===== config.mk =====
export PLATFORM = sky130hd
export DESIGN_NAME = uart_shadow_register_bank
export DESIGN_NICKNAME = d
export VERILOG_FILES = /design/src/common/uart_shadow_pkg.sv /design/src/core/uart_shadow_register_bank.sv
export VERILOG_INCLUDE_DIRS = /design/src /design/src/common
export SDC_FILE = /design/constraint.sdc
export NUM_CORES = 1
export LEC_CHECK = 0
export ABC_CLOCK_PERIOD_IN_PS = 2300
export BUFFER_PORTS_ARGS = -buffer_cell sky130_fd_sc_hd__buf_2
export CAP_MARGIN = 5
export CORE_UTILIZATION = 34
export CTS_CLUSTER_DIAMETER = 40
export DETAILED_ROUTE_END_ITERATION = 8
export GPL_TIMING_DRIVEN = 0
export HOLD_SLACK_MARGIN = 0.03
export PLACE_DENSITY = 0.69
export SLEW_MARGIN = 20
export SYNTH_ARGS = -nofsm -noshare
export SYNTH_HDL_FRONTEND = slang
export SYNTH_SLANG_ARGS = --single-unit
export TNS_END_PERCENT = 100

===== constraint.sdc =====
create_clock -name sys_clk -period 2.3 [get_ports sys_clk]
set_input_delay 0.69 -clock sys_clk [delete_from_list [all_inputs] [get_ports sys_clk]]
set_output_delay 0.69 -clock sys_clk [all_outputs]
set_load 0.05 [all_outputs]

===== src/common/uart_shadow_defines.svh =====
// offsets, field positions, reset values and counts of the shadow bank
// assumes 8-bit byte addresses on a 32-bit classic Wishbone bus
`ifndef UART_SHADOW_DEFINES_SVH
`define UART_SHADOW_DEFINES_SVH

// register byte offsets
`define RX_LEVEL_OFFSET       8'h84
`define SOFT_RESET_OFFSET     8'h88
`define RTS_MIRROR_OFFSET     8'h8c
`define BREAK_MIRROR_OFFSET   8'h90
`define DMA_MODE_OFFSET       8'h94
`define FIFO_EN_OFFSET        8'h98

// field positions
`define SOFT_RESET_TX_BIT     2
`define SOFT_RESET_RX_BIT     1
`define SOFT_RESET_ALL_BIT    0
`define MIRROR_BIT            0

// fifo geometry: level field is address width plus one bits
`define FIFO_ADDR_WIDTH       4

// reset values
`define MIRROR_RESET          1'h0
`define DATA_RESET            32'h0000_0000

// hold counts in sys_clk cycles; the infrared pulse period is IR_PULSE_PERIOD plus one
`define FIFO_RESET_HOLD       3'h3
`define UART_RESET_HOLD       3'h4
`define IR_PULSE_PERIOD       4'hf

`endif


===== src/common/uart_shadow_pkg.sv =====
// types shared by the shadow register bank
// assumes the defines header sits on the include path
package uart_shadow_pkg;
  `include "uart_shadow_defines.svh"

  // decoded register selection
  typedef enum logic [2:0] {
    SEL_NONE, SEL_RX_LEVEL, SEL_SOFT_RESET, SEL_RTS, SEL_BREAK, SEL_DMA_MODE, SEL_FIFO_EN
  } reg_sel_e;

  // classic wishbone request from the master
  typedef struct packed {
    logic [7:0]  adr;
    logic [31:0] dat;
    logic [3:0]  sel;
    logic        we;
    logic        cyc;
    logic        stb;
  } wb_req_s;

  // writes of the main control registers by the rest of the uart
  typedef struct packed {
    logic mcrWr;
    logic rtsBit;
    logic lcrWr;
    logic breakBit;
    logic fcrWr;
    logic fifoEnBit;
    logic rxResetBit;
    logic txResetBit;
    logic dmaModeBit;
  } main_wr_s;

  // modem control and fifo status seen by the bank
  typedef struct packed {
    logic                      autoFlow;
    logic                      altTrigger;
    logic                      loopback;
    logic                      irActive;
    logic                      txSerial;
    logic                      txEmpty;
    logic                      txAtTrigger;
    logic                      rxAboveTrigger;
    logic                      rxAlmostFull;
    logic [`FIFO_ADDR_WIDTH:0] rxLevel;
  } uart_status_s;

  // every flop of the bank
  typedef struct packed {
    logic        ack;
    logic [31:0] rdData;
    logic        rts;
    logic        brk;
    logic        dmaMode;
    logic        fifoEn;
    logic [2:0]  txRstCnt;
    logic [2:0]  rxRstCnt;
    logic [2:0]  urCnt;
    logic [3:0]  irCnt;
    logic        txFifoRst;
    logic        rxFifoRst;
    logic        uartRst;
    logic        rtsN;
    logic        serOut;
    logic        irOutN;
    logic        loopRts;
    logic        loopRxData;
    logic        dmaTxReqN;
    logic        dmaTxSingleN;
    logic        dmaRxReqN;
    logic        dmaRxSingleN;
  } bank_state_s;
endpackage : uart_shadow_pkg


===== src/core/uart_shadow_register_bank.sv =====
// shadow register bank: rx level, software reset and four control mirrors
// assumes fifo status and main-register writes come from logic on sys_clk
// Operation
// - rx level register reads fifo entry count, upper bits zero
// - registers of an unconfigured option read as zero
// - bit 2 of software reset empties the transmit fifo
// - with the extra dma handshake option, transmit fifo reset drops dma transmit request and single
// - bit 1 of software reset empties the receive fifo
// - with the extra dma handshake option, receive fifo reset drops dma receive request and single
// - both fifo reset bits clear themselves
// - bit 0 resets the whole uart, released synchronously
// - whole reset also reaches the baud-side clock domain
// - rts mirror shares storage with the modem control rts bit
// - without auto flow, rts output is low when rts bit set
// - auto flow deasserts rts when receive fifo above trigger
// - alternative trigger deasserts rts with two slots left
// - loopback holds rts high and loops the rts bit back
// - break mirror holds serial output low outside loopback
// - break with infrared active pulses the infrared output
// - loopback feeds break back to the receiver internally
// - dma mode mirror selects signalling mode 0 or 1 when the extra dma handshake option is off
// - fifo enable mirror enables both fifos, updating one bit
// - clearing fifo enable resets both fifo controls
`timescale 1ns/1ps
module uart_shadow_register_bank
  import uart_shadow_pkg::*;
#(
  parameter bit HAS_FIFO      = 1'b1,
  parameter bit HAS_FIFO_STAT = 1'b1,
  parameter bit HAS_SHADOW    = 1'b1,
  parameter bit EXTRA_DMA_HANDSHAKE_OPTION     = 1'b0,
  parameter bit AUTO_FLOW     = 1'b1,
  parameter bit IR_MODE       = 1'b1
) (
  // clock and reset
  input  wire logic         sys_clk,
  input  wire logic         rst,
  // wishbone slave
  input  wire wb_req_s      wbReq,
  output logic [31:0]       wbDatO,
  output logic              wbAck,
  // rest of the uart
  input  wire main_wr_s     mainWr,
  input  wire uart_status_s uartStat,
  // control mirrors toward the uart core
  output logic              rtsBit,
  output logic              breakBit,
  output logic              dmaModeBit,
  output logic              fifoEnBit,
  // fifo and uart resets
  output logic              txFifoRst,
  output logic              rxFifoRst,
  output logic              uartRst,
  // pins and loopback paths
  output logic              rtsN,
  output logic              serOut,
  output logic              irOutN,
  output logic              loopRts,
  output logic              loopRxData,
  // dma handshake
  output logic              dmaTxReqN,
  output logic              dmaTxSingleN,
  output logic              dmaRxReqN,
  output logic              dmaRxSingleN
);

  localparam bank_state_s RESET_STATE = '{
    rtsN: 1'b1, serOut: 1'b1, irOutN: 1'b1, loopRxData: 1'b1,
    dmaTxReqN: 1'b1, dmaTxSingleN: 1'b1, dmaRxReqN: 1'b1, dmaRxSingleN: 1'b1,
    rdData: `DATA_RESET, default: '0};

  bank_state_s stateR;
  bank_state_s stateNxt;

  // address decode, shared by the read and write paths
  function automatic reg_sel_e decodeReg(input logic [7:0] adr);
    unique case (adr)
      `RX_LEVEL_OFFSET:     decodeReg = SEL_RX_LEVEL;
      `SOFT_RESET_OFFSET:   decodeReg = SEL_SOFT_RESET;
      `RTS_MIRROR_OFFSET:   decodeReg = SEL_RTS;
      `BREAK_MIRROR_OFFSET: decodeReg = SEL_BREAK;
      `DMA_MODE_OFFSET:     decodeReg = SEL_DMA_MODE;
      `FIFO_EN_OFFSET:      decodeReg = SEL_FIFO_EN;
      default:              decodeReg = SEL_NONE;
    endcase
  endfunction : decodeReg

  logic     busReq;
  logic     busWr;
  reg_sel_e regSel;
  logic     txFlush;
  logic     rxFlush;
  logic     rtsActive;

  // next-state logic for the whole bank
  always_comb begin
    stateNxt = stateR;
    busReq   = wbReq.cyc & wbReq.stb & ~stateR.ack;
    busWr    = busReq & wbReq.we & wbReq.sel[0];
    regSel   = decodeReg(wbReq.adr);
    // one-cycle ack, data valid with it; unmapped reads give zero
    stateNxt.ack    = busReq;
    stateNxt.rdData = `DATA_RESET;
    if (busReq && !wbReq.we) begin
      unique case (regSel)
        // level read, zero when status absent
        SEL_RX_LEVEL: if (HAS_FIFO && HAS_FIFO_STAT) begin
          stateNxt.rdData[`FIFO_ADDR_WIDTH:0] = uartStat.rxLevel;
        end
        SEL_RTS:      stateNxt.rdData[`MIRROR_BIT] = HAS_SHADOW & stateR.rts;
        SEL_BREAK:    stateNxt.rdData[`MIRROR_BIT] = HAS_SHADOW & stateR.brk;
        SEL_DMA_MODE: stateNxt.rdData[`MIRROR_BIT] = HAS_SHADOW & HAS_FIFO & stateR.dmaMode;
        SEL_FIFO_EN:  stateNxt.rdData[`MIRROR_BIT] = HAS_SHADOW & HAS_FIFO & stateR.fifoEn;
        default:      stateNxt.rdData = `DATA_RESET; // write-only or unmapped
      endcase
    end

    // count down the fifo reset holds first, so any new request below reloads them
    if (stateR.txRstCnt != 3'h0) stateNxt.txRstCnt = stateR.txRstCnt - 3'h1;
    if (stateR.rxRstCnt != 3'h0) stateNxt.rxRstCnt = stateR.rxRstCnt - 3'h1;

    // main register writes land in the shared bits first
    if (mainWr.mcrWr) stateNxt.rts = mainWr.rtsBit;
    if (mainWr.lcrWr) stateNxt.brk = mainWr.breakBit;
    if (mainWr.fcrWr && HAS_FIFO) begin
      stateNxt.fifoEn  = mainWr.fifoEnBit;
      stateNxt.dmaMode = mainWr.dmaModeBit;
      if (mainWr.txResetBit) stateNxt.txRstCnt = `FIFO_RESET_HOLD;
      if (mainWr.rxResetBit) stateNxt.rxRstCnt = `FIFO_RESET_HOLD;
    end

    // bus writes come after main writes so they win a same-cycle clash with them
    if (busWr && HAS_SHADOW) begin
      unique case (regSel)
        SEL_SOFT_RESET: begin
          // fifo resets only when fifos exist
          if (HAS_FIFO && wbReq.dat[`SOFT_RESET_TX_BIT]) stateNxt.txRstCnt = `FIFO_RESET_HOLD;
          if (HAS_FIFO && wbReq.dat[`SOFT_RESET_RX_BIT]) stateNxt.rxRstCnt = `FIFO_RESET_HOLD;
          if (wbReq.dat[`SOFT_RESET_ALL_BIT]) stateNxt.urCnt = `UART_RESET_HOLD;
        end
        SEL_RTS:      stateNxt.rts = wbReq.dat[`MIRROR_BIT];
        SEL_BREAK:    stateNxt.brk = wbReq.dat[`MIRROR_BIT];
        SEL_DMA_MODE: if (HAS_FIFO) stateNxt.dmaMode = wbReq.dat[`MIRROR_BIT];
        SEL_FIFO_EN:  if (HAS_FIFO) stateNxt.fifoEn = wbReq.dat[`MIRROR_BIT];
        default:      stateNxt.urCnt = stateNxt.urCnt; // read-only or unmapped
      endcase
    end

    // enable falling resets both fifo controls
    if (stateR.fifoEn && !stateNxt.fifoEn) begin
      stateNxt.txRstCnt = `FIFO_RESET_HOLD;
      stateNxt.rxRstCnt = `FIFO_RESET_HOLD;
    end

    // reset pulses end by themselves after the hold
    txFlush = stateNxt.txRstCnt != 3'h0;
    rxFlush = stateNxt.rxRstCnt != 3'h0;
    stateNxt.txFifoRst = txFlush;
    stateNxt.rxFifoRst = rxFlush;

    // rts gated by auto flow threshold
    rtsActive = stateNxt.rts;
    if (AUTO_FLOW && uartStat.autoFlow && stateNxt.fifoEn) begin
      if (uartStat.altTrigger ? uartStat.rxAlmostFull : uartStat.rxAboveTrigger) begin
        rtsActive = 1'b0;
      end
    end
    // loopback: pin inactive, value turned back internally
    stateNxt.rtsN    = uartStat.loopback | ~rtsActive;
    stateNxt.loopRts = uartStat.loopback & stateNxt.rts;

    // break drives the line low or loops back
    stateNxt.serOut     = uartStat.loopback | (~stateNxt.brk & uartStat.txSerial);
    stateNxt.loopRxData = ~uartStat.loopback | (~stateNxt.brk & uartStat.txSerial);

    // infrared break: a short low pulse every period
    stateNxt.irOutN = 1'b1;
    stateNxt.irCnt  = 4'h0;
    if (IR_MODE && uartStat.irActive && stateNxt.brk && !uartStat.loopback) begin
      stateNxt.irCnt  = (stateR.irCnt == `IR_PULSE_PERIOD) ? 4'h0 : stateR.irCnt + 4'h1;
      stateNxt.irOutN = stateR.irCnt != 4'h0;
    end

    // mode 0 tracks single characters, mode 1 thresholds
    if (EXTRA_DMA_HANDSHAKE_OPTION) begin
      stateNxt.dmaTxReqN    = ~uartStat.txAtTrigger;
      stateNxt.dmaTxSingleN = uartStat.txEmpty ? 1'b0 : ~uartStat.txAtTrigger;
      stateNxt.dmaRxReqN    = ~uartStat.rxAboveTrigger;
      stateNxt.dmaRxSingleN = uartStat.rxLevel == '0;
    end else begin
      stateNxt.dmaTxReqN    = stateNxt.dmaMode ? ~uartStat.txAtTrigger : ~uartStat.txEmpty;
      stateNxt.dmaTxSingleN = 1'b1;
      stateNxt.dmaRxReqN    = stateNxt.dmaMode ? ~uartStat.rxAboveTrigger
                                               : (uartStat.rxLevel == '0);
      stateNxt.dmaRxSingleN = 1'b1;
    end
    // transmit flush silences transmit dma lines
    if (EXTRA_DMA_HANDSHAKE_OPTION && txFlush) begin
      stateNxt.dmaTxReqN    = 1'b1;
      stateNxt.dmaTxSingleN = 1'b1;
    end
    // receive flush silences receive dma lines
    if (EXTRA_DMA_HANDSHAKE_OPTION && rxFlush) begin
      stateNxt.dmaRxReqN    = 1'b1;
      stateNxt.dmaRxSingleN = 1'b1;
    end

    // whole reset: bank held at reset, pulse out to both domains
    if (stateR.urCnt != 3'h0) begin
      stateNxt         = RESET_STATE;
      stateNxt.urCnt   = stateR.urCnt - 3'h1;
    end
    stateNxt.uartRst = stateNxt.urCnt != 3'h0;
  end

  // single state register; synchronous reset
  always_ff @(posedge sys_clk) begin
    if (rst) begin
      stateR <= RESET_STATE;
    end else begin
      stateR <= stateNxt;
    end
  end

  // outputs straight from the state flops
  assign wbAck        = stateR.ack;
  assign wbDatO       = stateR.rdData;
  assign rtsBit       = stateR.rts;
  assign breakBit     = stateR.brk;
  assign dmaModeBit   = stateR.dmaMode;
  assign fifoEnBit    = stateR.fifoEn;
  assign txFifoRst    = stateR.txFifoRst;
  assign rxFifoRst    = stateR.rxFifoRst;
  assign uartRst      = stateR.uartRst;
  assign rtsN         = stateR.rtsN;
  assign serOut       = stateR.serOut;
  assign irOutN       = stateR.irOutN;
  assign loopRts      = stateR.loopRts;
  assign loopRxData   = stateR.loopRxData;
  assign dmaTxReqN    = stateR.dmaTxReqN;
  assign dmaTxSingleN = stateR.dmaTxSingleN;
  assign dmaRxReqN    = stateR.dmaRxReqN;
  assign dmaRxSingleN = stateR.dmaRxSingleN;
endmodule : uart_shadow_register_bank


==> summary.txt <==
Worst setup path
  – Delay-heaviest family, CP: simple AND/OR/NAND/NOR gates
  – Crit. End Element: flop
  – CP cell instances: buf_2 -> or4b_4 -> nor4_4 -> a21boi_0 -> a311oi_1
  – WS Path Type: input port to flop
  – CP arrival: 2.42 ns
  – Worst-path fanout max: 4
  – Crit path largest cell delay: roughly 0.58 ns
  – CP Launch Type: input port
  – Required time worst endpoint: 2.48 ns
  – Buf/Inv on CP: 1
  – Critical-path top delay cell: or4b_4

Global route
  – Top Usage Layer GRT: met2
  – Largest net degree at the start of global routing: 12
  – Global-route wire length before repair: approximately 6 mm
  – Global route overflow: 0
  – Met1 Use GR: about 16%
  – Initial antenna violation count: 0
  – Vias in the first global route: between 1,000 and 1,500
  – GR Util met2: 22.77%
  – Total GRT Usage: 12.99%
  – Met3 GRT Util: 2.857%

Finish
  – Layout Utilization: 48.43%
  – Reg with most FFs: stateR
  – Area Growth Syn to Fin: 33.33%
  – Post-route insts no fill: 379
  – ANT cells: 0
  – Share of cells above drive strength 1: 38.51%
  – Nets: 388
  – Largest register FFs: 13

Place
  – Placed Cells: 369
  – Port Buffers: 58
  – Routability cong.: 0.7739
  – Dpl hpwl: 3.105 mm

Die
  – Die Y: roughly 77 um
  – Top Ports: 121
  – Core region area: approximately 5300 um2
  – Site Rows: 26
  – Area of the die: 5934 um2
  – Die Width: around 77 um
  – Initial core utilization: between 30% and 40%

Clock network
  – CTS Sinks: 33
  – Buffer depth of the longest clock path: 2
  – CTS H-tree depth: 2
  – Worst-path clk slew: 0.07 ns
  – Root Buffer: clkbuf_8
  – CTS Buf Count: 5
  – CTS tree: yes
  – Clock Latency Late Sink: 0.28 ns

Yosys
  – #FFs+latches synth: 33
  – Avg Cell Area, Syn: 8.945 um2
  – Ys flop type: dfxtp_1
  – Yosys warns: 0
  – Compound-Gate Fraction of Synth Area: 11.24%
  – Post-Syn Instances: 214
  – Post-Synth Simple-Gate Area: 24.05%
  – Yosys cell types: 42
  – Post-synth EDFFs: 0
  – Post-synthesis adder-cell area fraction: around 5.2%
  – Main combinational cell family by area after synthesis: simple AND/OR/NAND/NOR gates
  – Post-synthesis sequential area ratio: 34.51%
  – Post-synthesis xor/xnor area fraction: around 1.4%
  – Netlist Area Pre-Place: 1914 um2
  – Mux cell area share after synthesis: about 7.7%
  – FFs w/ async S/R, synth: 0%

STA
  – Clk_skew: 0.007518 ns
  – Final hold viol count: 0
  – Fin crit period: ~2.2 ns
  – Slew at the pin closest to its max-slew limit: 0.7250 ns
  – Max Slew Vio Count: 0
  – RSZ-0062 raised after global routing: false
  – Rel. slew slack: between 50% and 60%
  – Tcrit/Tclk final: between 90% and 100%
  – Peak Freq: around 450 MHz
  – Count of final setup violators: 0

Flow run
  – Max-cap violations: 0

Drt
  – DRT Pass-1 Iters: 4
  – Vias post-DR: 1,638
  – Vias per cell: 4.322
  – Initial DRC count: 86
  – Final Routed Wirelength: 3.925 mm
  – Wire per inst: 10.36 um
  – Final ANT Viol Nets: 0
  – Drt drc: 0

Power
  – Leak pwr: 1.195 nW
  – PwrDens: a little under 1000 nW/um2
  – VDD IR max: 0.0003804 V

Worst hold path
  – Hold Path Class: flop to flop

Status
  – Status: finished, final reports clean
[through the flow]
stage	setup WS (ns)	TNS (ns)	total power, W	hold WS [ns]	cell area [um2]
3_3_place_gp	-0.3147	-4.333	0.001876	0.4619	2397
2_1_floorplan	0.01956	0	0.001677	0.4440	2019
6_report	0.06427	0	0.002457	0.4817	2552
3_5_place_dp	-0.2998	-4.529	0.001892	0.4760	2397
4_1_cts	0.007298	0	0.002470	0.4872	2521
5_1_grt	0.006108	0	0.002624	0.5107	2552
[area by class of cell]
cell class	count	area, um2
well taps	70	87.58
clock inverters	2	37.54
repair buffers	60	305.3
multi-input cells	163	1082
plain buffers	36	262.8
inverters	9	33.78
clock buffers	6	82.58
fillers	542	2718
flip-flops and latches	33	660.6
[synthesized netlist by cell type (all sizes together), types with 3 or more instances]
| master | n | area [um2] |
|---|---|---|
| inv | 9 | 33.78 |
| mux2 | 6 | 67.56 |
| nand2 | 14 | 52.55 |
| nor3 | 8 | 40.04 |
| nand3 | 4 | 20.02 |
| dfxtp | 33 | 660.6 |
| xnor2 | 3 | 26.28 |
| and2 | 7 | 43.79 |
| mux2i | 8 | 80.08 |
| nor4 | 3 | 55.05 |
| nor2 | 18 | 67.56 |
| nor3b | 3 | 22.52 |
| ha | 8 | 100.1 |
| buf | 34 | 255.2 |
| o21ai | 4 | 20.02 |
| nand3b | 3 | 22.52 |
| nand2b | 5 | 31.28 |
| a21oi | 12 | 60.06 |
[layer usage]
metal / share of wire [%] / up-vias
met1: 44 / 723
met3: 5.2 / 4
met5: 0 / -
met2: 50 / 43
met4: 0.51 / 0
li1: - / 868
[cell families (layout without fill, tap and decap cells)]
kind of cell | count (synthesis) | after routing
AOI/OAI and AO/OA | 31 | 31
xor gates and xnor gates | 3 | 3
adders and majority gates | 8 | 8
buffers and inverters | 45 | 113
DFF | 33 | 33
muxes | 14 | 14
other | 2 | 29
and+or+nand+nor | 78 | 78
[placed cells by master (no fill, tap or decap), types with 6 or more instances in the layout]
cell	Yosys	routed
buf_2	0	58
buf_4	34	36
dfxtp_1	33	33
conb_1	2	29
nor2_1	18	18
nand2_1	14	14
a21oi_1	12	12
inv_1	9	9
nor3_1	8	8
ha_1	8	8
and2_1	7	7
mux2_2	6	6
clkbuf_8	0	6
[final timing paths]
path / start / endpoint / slack [ns] / cells after the start
worst max-delay path: wbReq[40] / uartRst / 0.06 / 5
worst min-delay path: stateR[12] / stateR[12] / 0.48 / 1
worst max register to register: stateR[16] / irOutN / 0.26 / 5
worst min register to register: stateR[12] / stateR[12] / 0.48 / 1
[power by group]
| part | leakage, nW | switching, W | internal, W |
|---|---|---|---|
| sequential | 0.269 | 0.0000728 | 0.000694 |
| clock | 0.0574 | 0.000212 | 0.000352 |
| combinational | 0.868 | 0.000728 | 0.000397 |
| total | 1.19 | 0.00101 | 0.00144 |
[what timing repair did]
item	CTS	global route
gates resized for setup	1	3
hold buffers	0	0
setup endpoints to repair	1	11
pin swaps	0	2
buffers inserted	0	2
[worst reg2reg max path, cell delays in order, from the launching register on]
cell and delay [ns]:
dfxtp_1 0.33, inv_1 0.10, ha_1 0.19, nor3b_1 0.62, nand3_1 0.29, or3_1 0.40
No activity file was read; power rests on OpenSTA's default activity.
